[src/grps_pkg.sv]
// Constants, field layout and encodings of the global reference and pin select block
// Summary of operation
// Input select 0 and source 000: no 8 kHz reference, divider held disabled.
// Sources 001/010/011 take synthesizer DS3/E3/STS-1, else pins A/B/C when disabled.
// Clock synthesizer is disabled after reset, so pins A/B/C feed the reference.
// Sources 100 to 111 take ports 1 to 4 reference, each port-selected.
// Input select 1: pin 4 is the global 8 kHz input; source code ignored.
// Output select 1: pin 2 drives the reference; else its own function select.
// Input select 0: pin 4 follows its own two-bit function select.
// Unselected global 8 kHz input and reference signals are held low.
// Mode upper bits 00: pins A/B/C inputs; 01/10/11 make A a DS3/E3/STS-1 input.
// Pin A DS3: lower 00 both low, 01 E3 on B, 10 STS-1 on C, 11 swapped.
// Pin A E3: lower 00 both low, 01 DS3 on B, 10 STS-1 on C, 11 swapped.
// Pin A STS-1: lower 00 both low, 01 E3 on B, 10 DS3 on C, 11 swapped.
// Pin function 00 input, 10 drive low, 11 drive high.
// Function 01: odd pins show port A status, even pins port B status.
// Pin 8 function select applies only while global pin mode is not 01.
// Pin 6 function select applies only while its alternate-use bit is zero.
// Summary bit set while port status is set; enabled set bit drives interrupt low.
// All pin function selects reset to zero, so every pin starts as input.
package grps_pkg;
	// Register byte addresses
	localparam logic [7:0] GRPS_CR2_ADDR  = 8'h04;
	localparam logic [7:0] GRPS_FSEL_ADDR = 8'h0a;
	localparam logic [7:0] GRPS_ISR_ADDR  = 8'h10;
	localparam logic [7:0] GRPS_IEN_ADDR  = 8'h12;
	localparam logic [7:0] GRPS_AUX_ADDR  = 8'h20;
	localparam logic [7:0] GRPS_EVT_ADDR  = 8'h22;
	localparam logic [7:0] GRPS_EVM_ADDR  = 8'h24;
	localparam logic [7:0] GRPS_PIN_ADDR  = 8'h26;
	// Writable bit masks and reset values
	localparam logic [15:0] GRPS_CR2_MASK  = 16'h1f0f;
	localparam logic [15:0] GRPS_IEN_MASK  = 16'h00f3;
	localparam logic [15:0] GRPS_REG_RESET = 16'h0000;
	localparam logic [3:0]  GRPS_AUX_RESET = 4'h0;
	// Control field positions
	localparam int GRPS_SRC_LSB   = 10;
	localparam int GRPS_SRC_MSB   = 12;
	localparam int GRPS_OSEL_BIT  = 9;
	localparam int GRPS_ISEL_BIT  = 8;
	localparam int GRPS_MODE_MSB  = 3;
	localparam int GRPS_AUX_SYN   = 0;
	localparam int GRPS_AUX_GPM   = 1;
	localparam int GRPS_AUX_ALT6  = 3;
	localparam int GRPS_EVT_REF   = 0;
	localparam int GRPS_EVT_SUM   = 1;
	// Pin indices, zero based
	localparam int GRPS_PIN_REFO  = 1;
	localparam int GRPS_PIN_REFI  = 3;
	localparam int GRPS_PIN_ALT6  = 5;
	localparam int GRPS_PIN_GPM8  = 7;
	localparam logic [1:0] GRPS_GPM_BLOCK = 2'h1;
	typedef enum logic [2:0] {
		GRPS_SRC_NONE = 3'h0,
		GRPS_SRC_DS3  = 3'h1,
		GRPS_SRC_E3   = 3'h2,
		GRPS_SRC_STS1 = 3'h3,
		GRPS_SRC_P1   = 3'h4,
		GRPS_SRC_P2   = 3'h5,
		GRPS_SRC_P3   = 3'h6,
		GRPS_SRC_P4   = 3'h7
	} grps_src_type;
	typedef enum logic [1:0] {
		GRPS_FN_INPUT  = 2'h0,
		GRPS_FN_STATUS = 2'h1,
		GRPS_FN_LOW    = 2'h2,
		GRPS_FN_HIGH   = 2'h3
	} grps_fn_type;
	// Synthesizer pin mode upper and lower field codes
	localparam logic [1:0] GRPS_UP_IN   = 2'h0;
	localparam logic [1:0] GRPS_UP_DS3  = 2'h1;
	localparam logic [1:0] GRPS_UP_E3   = 2'h2;
	localparam logic [1:0] GRPS_UP_STS1 = 2'h3;
	localparam logic [1:0] GRPS_LO_LOW  = 2'h0;
	localparam logic [1:0] GRPS_LO_B    = 2'h1;
	localparam logic [1:0] GRPS_LO_C    = 2'h2;
	localparam logic [1:0] GRPS_LO_SWAP = 2'h3;
endpackage : grps_pkg

[src/grps_pin_cell.sv]
// One general-purpose pin: function decode with override terms
`timescale 1ns/1ns
module grps_pin_cell
	import grps_pkg::*;
(
	// Selection
	input  wire logic [1:0] fsel_in,
	input  wire logic       status_in,
	input  wire logic       force_drive_in,
	input  wire logic       drive_val_in,
	input  wire logic       force_input_in,
	// Next pin state
	output logic            out_next_out,
	output logic            oe_next_out
);
	wire grps_fn_type fn = grps_fn_type'(fsel_in);
	wire              fn_oe  = (fn != GRPS_FN_INPUT);
	wire              fn_val = (fn == GRPS_FN_HIGH) || ((fn == GRPS_FN_STATUS) && status_in);

	// Drive override beats everything, input force beats the select
	assign oe_next_out  = force_drive_in || (!force_input_in && fn_oe);
	assign out_next_out = force_drive_in ? drive_val_in : (!force_input_in && fn_val);
endmodule : grps_pin_cell

[src/grps_top.sv]
// Global 8 kHz reference source, synthesizer pin and general-purpose pin select logic
`timescale 1ns/1ns
module grps_top
	import grps_pkg::*;
#(
	parameter int PINS  = 8,
	parameter int PORTS = 4
) (
	// Clock and reset
	input  wire logic             ref_clk_in,
	input  wire logic             nrst_in,
	// Register port
	input  wire logic [7:0]       addr_in,
	input  wire logic [15:0]      wr_data_in,
	input  wire logic             wr_en_in,
	input  wire logic             rd_en_in,
	output logic [15:0]           rd_data_out,
	// Synthesizer clocks and pins
	input  wire logic             synth_ds3_in,
	input  wire logic             synth_e3_in,
	input  wire logic             synth_sts1_in,
	input  wire logic             synth_pin_a_in,
	input  wire logic             synth_pin_b_in,
	input  wire logic             synth_pin_c_in,
	output logic                  synth_pin_a_out,
	output logic                  synth_pin_a_oe_out,
	output logic                  synth_pin_b_out,
	output logic                  synth_pin_b_oe_out,
	output logic                  synth_pin_c_out,
	output logic                  synth_pin_c_oe_out,
	// Port references and status
	input  wire logic [PORTS-1:0] port_ref_in,
	input  wire logic [PORTS-1:0] port_status_a_in,
	input  wire logic [PORTS-1:0] port_status_b_in,
	input  wire logic [PORTS-1:0] port_interrupt_summary_in,
	input  wire logic             tx_system_status_summary_in,
	input  wire logic             global_status_summary_in,
	// General-purpose pins
	input  wire logic [PINS-1:0]  gpio_in,
	output logic [PINS-1:0]       gpio_out,
	output logic [PINS-1:0]       gpio_oe_out,
	// Reference outputs
	output logic                  eight_khz_reference_out,
	output logic                  global_ref_input_out,
	output logic                  ref_divider_enable_out,
	// Interrupts
	output logic                  int_n_out,
	output logic                  irq_out
);
	import grps_pkg::*;

	logic [15:0] cr2_reg;
	logic [15:0] fsel_reg;
	logic [15:0] ien_reg;
	logic [3:0]  aux_reg;
	logic [1:0]  evt_reg;
	logic [1:0]  evm_reg;
	logic        sum_prev_reg;
	logic [15:0] rd_next;
	logic        int_ref;
	logic        clk_p;
	logic        clk_q;

	// Decoding
	wire wr_cr2  = wr_en_in && (addr_in == GRPS_CR2_ADDR);
	wire wr_fsel = wr_en_in && (addr_in == GRPS_FSEL_ADDR);
	wire wr_ien  = wr_en_in && (addr_in == GRPS_IEN_ADDR);
	wire wr_aux  = wr_en_in && (addr_in == GRPS_AUX_ADDR);
	wire wr_evt  = wr_en_in && (addr_in == GRPS_EVT_ADDR);
	wire wr_evm  = wr_en_in && (addr_in == GRPS_EVM_ADDR);

	wire grps_src_type src_sel = grps_src_type'(cr2_reg[GRPS_SRC_MSB:GRPS_SRC_LSB]);
	wire       in_sel   = cr2_reg[GRPS_ISEL_BIT];
	wire       out_sel  = cr2_reg[GRPS_OSEL_BIT];
	wire [1:0] io_up    = cr2_reg[GRPS_MODE_MSB -: 2];
	wire [1:0] io_lo    = cr2_reg[GRPS_MODE_MSB-2 -: 2];
	wire       synth_en = aux_reg[GRPS_AUX_SYN];
	wire [1:0] gpm      = aux_reg[GRPS_AUX_GPM +: 2];
	wire       alt6     = aux_reg[GRPS_AUX_ALT6];

	// Disabled synthesizer falls back to the external clock pins
	wire ds3_src  = synth_en ? synth_ds3_in : synth_pin_a_in;
	wire e3_src   = synth_en ? synth_e3_in : synth_pin_b_in;
	wire sts1_src = synth_en ? synth_sts1_in : synth_pin_c_in;

	always_comb begin
		case (src_sel)
			GRPS_SRC_NONE: int_ref = 1'b0;
			GRPS_SRC_DS3:  int_ref = ds3_src;
			GRPS_SRC_E3:   int_ref = e3_src;
			GRPS_SRC_STS1: int_ref = sts1_src;
			GRPS_SRC_P1:   int_ref = port_ref_in[0];
			GRPS_SRC_P2:   int_ref = port_ref_in[1];
			GRPS_SRC_P3:   int_ref = port_ref_in[2];
			GRPS_SRC_P4:   int_ref = port_ref_in[3];
			default:       int_ref = 1'b0;
		endcase
	end

	// Pin 4 input overrides the source code entirely
	wire ref_next    = in_sel ? gpio_in[GRPS_PIN_REFI] : int_ref;
	wire refi_next   = in_sel & gpio_in[GRPS_PIN_REFI];
	wire div_en_next = in_sel | (src_sel != GRPS_SRC_NONE);

	// Clock offered on pin B in code 01 (p) and on pin C in code 10 (q)
	always_comb begin
		case (io_up)
			GRPS_UP_DS3: begin
				clk_p = synth_e3_in;
				clk_q = synth_sts1_in;
			end
			GRPS_UP_E3: begin
				clk_p = synth_ds3_in;
				clk_q = synth_sts1_in;
			end
			GRPS_UP_STS1: begin
				clk_p = synth_e3_in;
				clk_q = synth_ds3_in;
			end
			default: begin
				clk_p = 1'b0;
				clk_q = 1'b0;
			end
		endcase
	end

	// Code 11 swaps: B carries q, C carries p
	wire bc_oe_next = (io_up != GRPS_UP_IN);
	wire b_next = (io_lo == GRPS_LO_B) ? clk_p : ((io_lo == GRPS_LO_SWAP) ? clk_q : 1'b0);
	wire c_next = (io_lo == GRPS_LO_C) ? clk_q : ((io_lo == GRPS_LO_SWAP) ? clk_p : 1'b0);

	// General-purpose pins
	logic [PINS-1:0] pin_out_next;
	logic [PINS-1:0] pin_oe_next;

	genvar gi;
	generate
		for (gi = 0; gi < PINS; gi++) begin : g_pin
			// Even index is an odd pin number and carries A status
			wire st = (gi % 2 == 0) ? port_status_a_in[gi/2] : port_status_b_in[gi/2];
			wire fd = (gi == GRPS_PIN_REFO) && out_sel;
			wire fi = ((gi == GRPS_PIN_REFI) && in_sel)
				|| ((gi == GRPS_PIN_GPM8) && (gpm == GRPS_GPM_BLOCK))
				|| ((gi == GRPS_PIN_ALT6) && alt6);
			grps_pin_cell u_cell (
				.fsel_in        (fsel_reg[2*gi +: 2]),
				.status_in      (st),
				.force_drive_in (fd),
				.drive_val_in   (ref_next),
				.force_input_in (fi),
				.out_next_out   (pin_out_next[gi]),
				.oe_next_out    (pin_oe_next[gi])
			);
		end
	endgenerate

	// Interrupt summary, recomputed from the live sources
	wire [15:0] isr_val = {8'h00, port_interrupt_summary_in, 2'b00,
		tx_system_status_summary_in, global_status_summary_in};
	wire        sum_any = |isr_val;
	wire        int_next = ~|(isr_val & ien_reg);

	// Sticky events: the set term wins over a same-cycle clear
	wire [1:0] evt_set;
	assign evt_set[GRPS_EVT_REF] = ref_next & ~eight_khz_reference_out;
	assign evt_set[GRPS_EVT_SUM] = sum_any & ~sum_prev_reg;
	wire [1:0] evt_clr  = wr_evt ? wr_data_in[1:0] : 2'b00;
	wire [1:0] evt_next = (evt_reg & ~evt_clr) | evt_set;

	// Read selection; unmapped addresses read zero
	always_comb begin
		case (addr_in)
			GRPS_CR2_ADDR:  rd_next = cr2_reg;
			GRPS_FSEL_ADDR: rd_next = fsel_reg;
			GRPS_ISR_ADDR:  rd_next = isr_val;
			GRPS_IEN_ADDR:  rd_next = ien_reg;
			GRPS_AUX_ADDR:  rd_next = {12'h000, aux_reg};
			GRPS_EVT_ADDR:  rd_next = {14'h0000, evt_reg};
			GRPS_EVM_ADDR:  rd_next = {14'h0000, evm_reg};
			GRPS_PIN_ADDR:  rd_next = {{(16-PINS){1'b0}}, gpio_in};
			default:        rd_next = 16'h0000;
		endcase
	end

	// Register file
	always_ff @(posedge ref_clk_in or negedge nrst_in) begin
		if (!nrst_in) begin
			cr2_reg  <= GRPS_REG_RESET;
			fsel_reg <= GRPS_REG_RESET;
			ien_reg  <= GRPS_REG_RESET;
			aux_reg  <= GRPS_AUX_RESET;
			evm_reg  <= 2'h0;
		end else begin
			if (wr_cr2)
				cr2_reg <= wr_data_in & GRPS_CR2_MASK;
			if (wr_fsel)
				fsel_reg <= wr_data_in;
			if (wr_ien)
				ien_reg <= wr_data_in & GRPS_IEN_MASK;
			if (wr_aux)
				aux_reg <= wr_data_in[3:0];
			if (wr_evm)
				evm_reg <= wr_data_in[1:0];
		end
	end

	// Status and read data
	always_ff @(posedge ref_clk_in or negedge nrst_in) begin
		if (!nrst_in) begin
			evt_reg      <= 2'h0;
			sum_prev_reg <= 1'b0;
			rd_data_out  <= 16'h0000;
			irq_out      <= 1'b0;
			int_n_out    <= 1'b1;
		end else begin
			evt_reg      <= evt_next;
			sum_prev_reg <= sum_any;
			rd_data_out  <= rd_en_in ? rd_next : 16'h0000;
			irq_out      <= |(evt_next & evm_reg);
			int_n_out    <= int_next;
		end
	end

	// Pin and reference outputs; one flop stage on every path
	always_ff @(posedge ref_clk_in or negedge nrst_in) begin
		if (!nrst_in) begin
			gpio_out                <= '0;
			gpio_oe_out             <= '0;
			synth_pin_a_out         <= 1'b0;
			synth_pin_a_oe_out      <= 1'b0;
			synth_pin_b_out         <= 1'b0;
			synth_pin_b_oe_out      <= 1'b0;
			synth_pin_c_out         <= 1'b0;
			synth_pin_c_oe_out      <= 1'b0;
			eight_khz_reference_out <= 1'b0;
			global_ref_input_out    <= 1'b0;
			ref_divider_enable_out  <= 1'b0;
		end else begin
			gpio_out                <= pin_out_next;
			gpio_oe_out             <= pin_oe_next;
			synth_pin_a_out         <= 1'b0;
			synth_pin_a_oe_out      <= 1'b0;
			synth_pin_b_out         <= bc_oe_next & b_next;
			synth_pin_b_oe_out      <= bc_oe_next;
			synth_pin_c_out         <= bc_oe_next & c_next;
			synth_pin_c_oe_out      <= bc_oe_next;
			eight_khz_reference_out <= ref_next;
			global_ref_input_out    <= refi_next;
			ref_divider_enable_out  <= div_en_next;
		end
	end
endmodule : grps_top

[config.mk]
export PLATFORM = sky130hd
export DESIGN_NAME = grps_top
export DESIGN_NICKNAME = d
export VERILOG_FILES = /design/src/grps_pkg.sv /design/src/grps_pin_cell.sv /design/src/grps_top.sv
export SDC_FILE = /design/constraint.sdc
export NUM_CORES = 1
export LEC_CHECK = 0
export BUFFER_PORTS_ARGS = -buffer_cell sky130_fd_sc_hd__clkbuf_2
export CAP_MARGIN = 0
export CELL_PAD_IN_SITES_DETAIL_PLACEMENT = 1
export CELL_PAD_IN_SITES_GLOBAL_PLACEMENT = 1
export CORE_ASPECT_RATIO = 0.6
export CORE_MARGIN = 1.5
export CORE_UTILIZATION = 43
export DETAILED_ROUTE_END_ITERATION = 7
export GPL_TIMING_DRIVEN = 1
export PLACE_DENSITY_LB_ADDON = 0.1
export SYNTH_ARGS = -nofsm -noshare
export SYNTH_HDL_FRONTEND = slang
export SYNTH_SLANG_ARGS = --single-unit
[constraint.sdc]
create_clock -name ref_clk_in -period 3.2 [get_ports ref_clk_in]
set_input_delay 0.16 -clock ref_clk_in [delete_from_list [all_inputs] [get_ports ref_clk_in]]
set_output_delay 0.16 -clock ref_clk_in [all_outputs]
set_load 0.05 [all_outputs]
==> results.md, run 1 <==
- Status: finished with violations
- Failing checks: hold timing
- Final wirelength: 9.537 mm
- CP required: 3420 ps
- Fin area: 4363 um2
- Port-buffer cells: 100
- GPL Wtd Cong: 0.8229
- Worst Setup End Kind: flip-flop
- Clock transition at path regs: 60 ps
- Cell taking the most area after synthesis: dfrtp_1
- Post-DP HPWL: 6.769 mm
- Worst r2r src: cr2_reg[2]
- Number of flops mapped to enable cells by yosys: 0
- Critical Path Slowest Stage Cell: or4b_2
- Critical path arrival: 2150 ps
- Worst-Margin Slew: 994.8 ps
- Critical path fanouts, max: 7
- # placed instances: 476
- FF-to-FF path depth: 6
- DR vias/cell: 5.476
- Yosys top cell area share: 57.23%
- Sink Count: 80
- Worst Setup Start Kind: input pin
- Slew Limit Fails: 0
- Die Y: 72.43 um
- Synth Cell Area: 3455 um2
- Final std cells w/o fill: 492
- R2R Path End: synth_pin_b_out
- Setup slack, reg-to-reg: 1470 ps
- Worst hold margin: -14.63 ps
- Critical Path Max Stage Delay: 680 ps
- Final min period: 1926 ps
- Cts-stage hold buffer count: 0
- Worst path cell trace: clkbuf_2 > or2b_1 > or4b_2 > nor2_2 > nand2_1 > mux2_2
- Number of buffers and inverters on the critical path: 1
- Remaining DRCs: 0
- First-pass GRT wire length: 15.11 mm
- Most common cell after layout, fill and taps aside: clkbuf_2
- Layout area overhead: 26.29%
- Die X: 118.7 um
- Root Driver: clkbuf_16
- Nets@finish: 444
- Leakage: 2.247 nW
- YS warnings: 0
- Max Freq: 519.1 MHz
- Final setup fails: 0
- CTS tree: built
- Slew margin rel.: 33.68%
- Share of cells above drive strength 1: 44.53%
- H-tree Lvls: 3
- CP delay by family, top: simple AND/OR/NAND/NOR gates
- Clk Latency, worst-skew pair: 340 ps
- Worst-case clock skew: 3.800 ps
- Largest net degree at the start of global routing: 81
- N_diodes: 0
- Predominant post-synthesis flop cell: dfrtp_1
- Final core occ: 55.79%
- Site Rows: 25
- Routed len/inst: 19.38 um
- Mapped Avg Cell Area: 12.65 um2
- Setup_tns: 0 ps
- Synth async-reset ratio: 100.0%
- Max-cap violations: 0
- RSZ-0062 raised after global routing: false
- CORE AREA: 7820 um2
- Post-CTS Setup Inserts: 0
- Die area: 8599 um2
- Final Cycle Share: 60.20%
- GRT Total Usage: 23.75%
- CTS resizes: 0
- Power density cells: 542.1 nW/um2
- Area contributors post-synth: dfrtp_1, mux2_2, a22oi_1, mux2i_1, ha_1
- Antenna-violating nets left: 0
- Register bit total from synthesis: 80
- Cell count after synthesis: 273
- Peak VDD IR: 0.0004260 V
- Seq/Total Area, Yosys: 57.99%
- Number of global-route vias before repair: 2778
- First-pass DRT Iterations: 4
- Area after DPL: 4074 um2
- HP Class: in2async
- Initial drt markers: 181
- Initial antenna violation count: 0
- Num CTS Buffers: 9
- CTS Buffer Depth: 2
- Grt ovf: 0
- Distinct cells, synth: 44
- Initial core utilization: 44.18%
- Commonest cells after routing, fill and taps aside: clkbuf_2, dfrtp_1, mux2_2
- Routed vias: 2694
- Hold violation total from the final report: 22
- # IOs: 103
- WS Path Type: in2reg
[per-layer routing]
layer	track usage (%)	wire (um)	part of all wire, %	vias up
li1	-	-	-	1207
met1	32.35	4404	46	1384
met2	36.43	4414	46	94
met3	8.255	616	6.5	9
met4	6.961	101	1.1	0
met5	0	0	0	-
[cell type report]
| class | instances | area, um2 |
|---|---|---|
| tap | 108 | 135.1 |
| timing repair buffer | 103 | 525.5 |
| multi-input combinational | 179 | 1388 |
| clock inverter | 6 | 60.06 |
| clock buffer | 10 | 229.0 |
| inverter | 6 | 22.52 |
| fill | 846 | 3457 |
| sequential | 80 | 2003 |
[cell families after synthesis]
| family | count (synthesis) | share of synthesized area, % |
|---|---|---|
| AOI/OAI and AO/OA | 55 | 11.05 |
| adders and majority gates | 5 | 1.811 |
| other | 1 | 0.1086 |
| buffers and inverters | 15 | 1.956 |
| muxes | 46 | 14.96 |
| and+or+nand+nor | 71 | 12.13 |
| DFF | 80 | 57.99 |
[per-stage QoR]
step | power (W) | setup slack, ps
finish | 0.002365 | 1274
floorplan | 0.001263 | 1147
CTS | 0.002390 | 1307
global placement | 0.001373 | 976.5
global route | 0.002460 | 1181
detailed placement | 0.001381 | 952.8
[worst max path at each step]
stage	cells after the start	slack, ps	end	from
floorplan	4	1150	evm_reg[0]	addr_in[4]
global placement	7	980	fsel_reg[9]	addr_in[0]
detailed placement	6	950	ien_reg[7]	addr_in[3]
CTS	7	1310	fsel_reg[12]	addr_in[0]
global route	7	1180	fsel_reg[5]	addr_in[7]
finish	6	1270	ien_reg[7]	addr_in[3]
[synthesized netlist by cell type, drive strengths merged (2+ instances only)]
library cell,number
a21oi,10
nand3b,3
or2,5
nand2b,2
nor2b,5
nor3,7
o21ai,5
nand2,13
clkbuf,6
mux2i,7
nor3b,3
ha,5
nor2,16
a22o,2
and3,5
buf,3
dfrtp,79
inv,6
o21a,5
nor4,2
or4b,3
mux2,39
a22oi,22
a31oi,3
a222oi,2
[power by group]
part / internal [W] / switching (W)
registers: 0.00106 / 0.0000379
logic: 0.0000891 / 0.000177
clock network: 0.000600 / 0.000401
total: 0.00175 / 0.000616
No activity file was read; power rests on OpenSTA's default activity.
==> run 2, diff against run 1 <==
--- a/config.mk
+++ b/config.mk
@@ -11,7 +11,7 @@
 export CELL_PAD_IN_SITES_GLOBAL_PLACEMENT = 1
 export CORE_ASPECT_RATIO = 0.6
 export CORE_MARGIN = 1.5
-export CORE_UTILIZATION = 43
+export CORE_UTILIZATION = 36
 export DETAILED_ROUTE_END_ITERATION = 7
 export GPL_TIMING_DRIVEN = 1
 export PLACE_DENSITY_LB_ADDON = 0.1
==> constraint.sdc (replaced) <==
create_clock -name ref_clk_in -period 1.7 [get_ports ref_clk_in]
set_input_delay 0.085 -clock ref_clk_in [delete_from_list [all_inputs] [get_ports ref_clk_in]]
set_output_delay 0.085 -clock ref_clk_in [all_outputs]
set_load 0.05 [all_outputs]
==> results.md, run 2 (synthesized netlist as in run 1, its figures left out) <==
- Failing checks: setup timing
- Worst Setup Start Kind: input pin
- Final std cells w/o fill: 555
- Clk Latency, worst-skew pair: 330 ps
- Port-buffer cells: 100
- FF-to-FF path depth: 6
- FF+latch area: 2004 um2
- Final Cycle Share: 100.7%
- Remaining DRCs: 0
- Routed vias: 2743
- Worst hold margin: 7.511 ps
- Final core occ: 52.05%
- Sink Count: 80
- Most common cell after layout, fill and taps aside: clkbuf_2
- Final wirelength: 9.717 mm
- Num CTS Buffers: 9
- WS Path Type: in2reg
- Critical Path Max Stage Delay: 530 ps
- Slew Limit Fails: 0
- CORE AREA: 9256 um2
- HP Class: in2reg
- Max Freq: 584.0 MHz
- GRT Total Usage: 20.37%
- Initial drt markers: 139
- Antenna-violating nets left: 0
- Worst path cell trace: buf_6 > or4b_4 > or3b_4 > or4b_4 > mux2_4
- Largest net degree at the start of global routing: 38
- Site Rows: 27
- CP dominant cell by count: or4b_4
- Power density cells: 984.5 nW/um2
- Die area: 10210 um2
- Worst slack, placed: -368.4 ps
- Root Driver: clkbuf_16
- Worst-case clock skew: 3.632 ps
- Hold violation total from the final report: 0
- Footprint of the multi-input gates: 1403 um2
- H-tree Lvls: 3
- Initial core utilization: 37.32%
- Critical Path Slowest Stage Cell: or4b_4
- Routed len/inst: 17.51 um
- Die Y: 78.88 um
- First-pass DRT Iterations: 4
- Final worst slack: -12.22 ps
- Layout area overhead: 39.48%
- Critical path arrival: 1930 ps
- Nets@finish: 485
- Peak VDD IR: 0.0004485 V
- RSZ-0062 raised after global routing: true
- Final setup fails: 2
- Post-CTS Setup Inserts: 0
- Share of cells above drive strength 1: 46.82%
- Fill cells: 1032
- N_diodes: 0
- # placed instances: 523
- GPL Wtd Cong: 0.8488
- Initial antenna violation count: 0
- Clock transition at path regs: 60 ps
- # IOs: 103
- Grt ovf: 0
- Status: finished with violations
- Die X: 129.5 um
- Post-DP HPWL: 7.316 mm
- Critical path fanouts, max: 2
- Max-cap violations: 0
- CTS Buffer Depth: 2
- Leakage: 2.469 nW
- Commonest cells after routing, fill and taps aside: clkbuf_2, dfrtp_1, mux2_2
- First-pass GRT wire length: 15.35 mm
- CTS tree: built
- Worst Setup End Kind: flip-flop
- CP required: 1920 ps
- Number of global-route vias before repair: 2861
- Hold path cells: 3
- DR vias/cell: 4.942
- Final min period: 1712 ps
run 2: critical path: cells and delay by family:
family        cells  cell delay, ps
mux               1             310
simple gates      3            1450
buf+inv           1              90
run 2: metal layers:
layer	GRT usage, %	vias to the layer above	share of wire [%]
met5	0	-	0
met4	5.333	0	0.68
met3	5.391	6	5.3
met2	30.21	71	44
met1	29.51	1377	50
li1	-	1289	-
run 2: area by class of cell:
class | instances | area share [%]
Clock buffer | 12 | 5.323
Tap cell | 130 | 3.376
Inverter | 6 | 0.4674
Clock inverter | 4 | 1.610
Sequential cell | 80 | 41.60
Multi-Input combinational cell | 179 | 29.11
Timing Repair Buffer | 144 | 18.51
run 2: path summary, 6_finish.rpt:
kind	from	end	slack, ps
min in group asynchronous	nrst_in	evm_reg[0]	260
max in group asynchronous	nrst_in	rd_data_out[11]	880
worst min-delay path	port_status_b_in[2]	gpio_out[5]	8
worst max register to register	cr2_reg[2]	synth_pin_c_out	120
worst min register to register	aux_reg[3]	gpio_oe_out[5]	490
worst max-delay path	addr_in[4]	evm_reg[0]	-10
run 2: timing repair:
item | CTS | global route
resized for setup | 1 | 2
pin swaps | 0 | 0
endpoints found under the hold margin | 51 | 0
hold buffers | 16 | 0
setup endpoints to repair | 3 | 4
run 2: per-stage QoR:
step	TNS [ps]	total power (W)	area (um2)
final	-23.79	0.004744	4818
after global routing	-48.97	0.004934	4818
after CTS	-23.49	0.004809	4811
after detailed placement	-5370	0.002633	4309
after global placement	-4425	0.002622	4309
after floorplan	-722.7	0.002379	3467
run 2: report_power, final:
part | switching [W] | total, W | leakage (nW) | internal [W]
clock network | 0.000741 | 0.00211 | 0.163 | 0.00137
logic | 0.000347 | 0.000567 | 1.22 | 0.000220
registers | 0.0000689 | 0.00206 | 1.09 | 0.00200
total | 0.00116 | 0.00474 | 2.47 | 0.00359
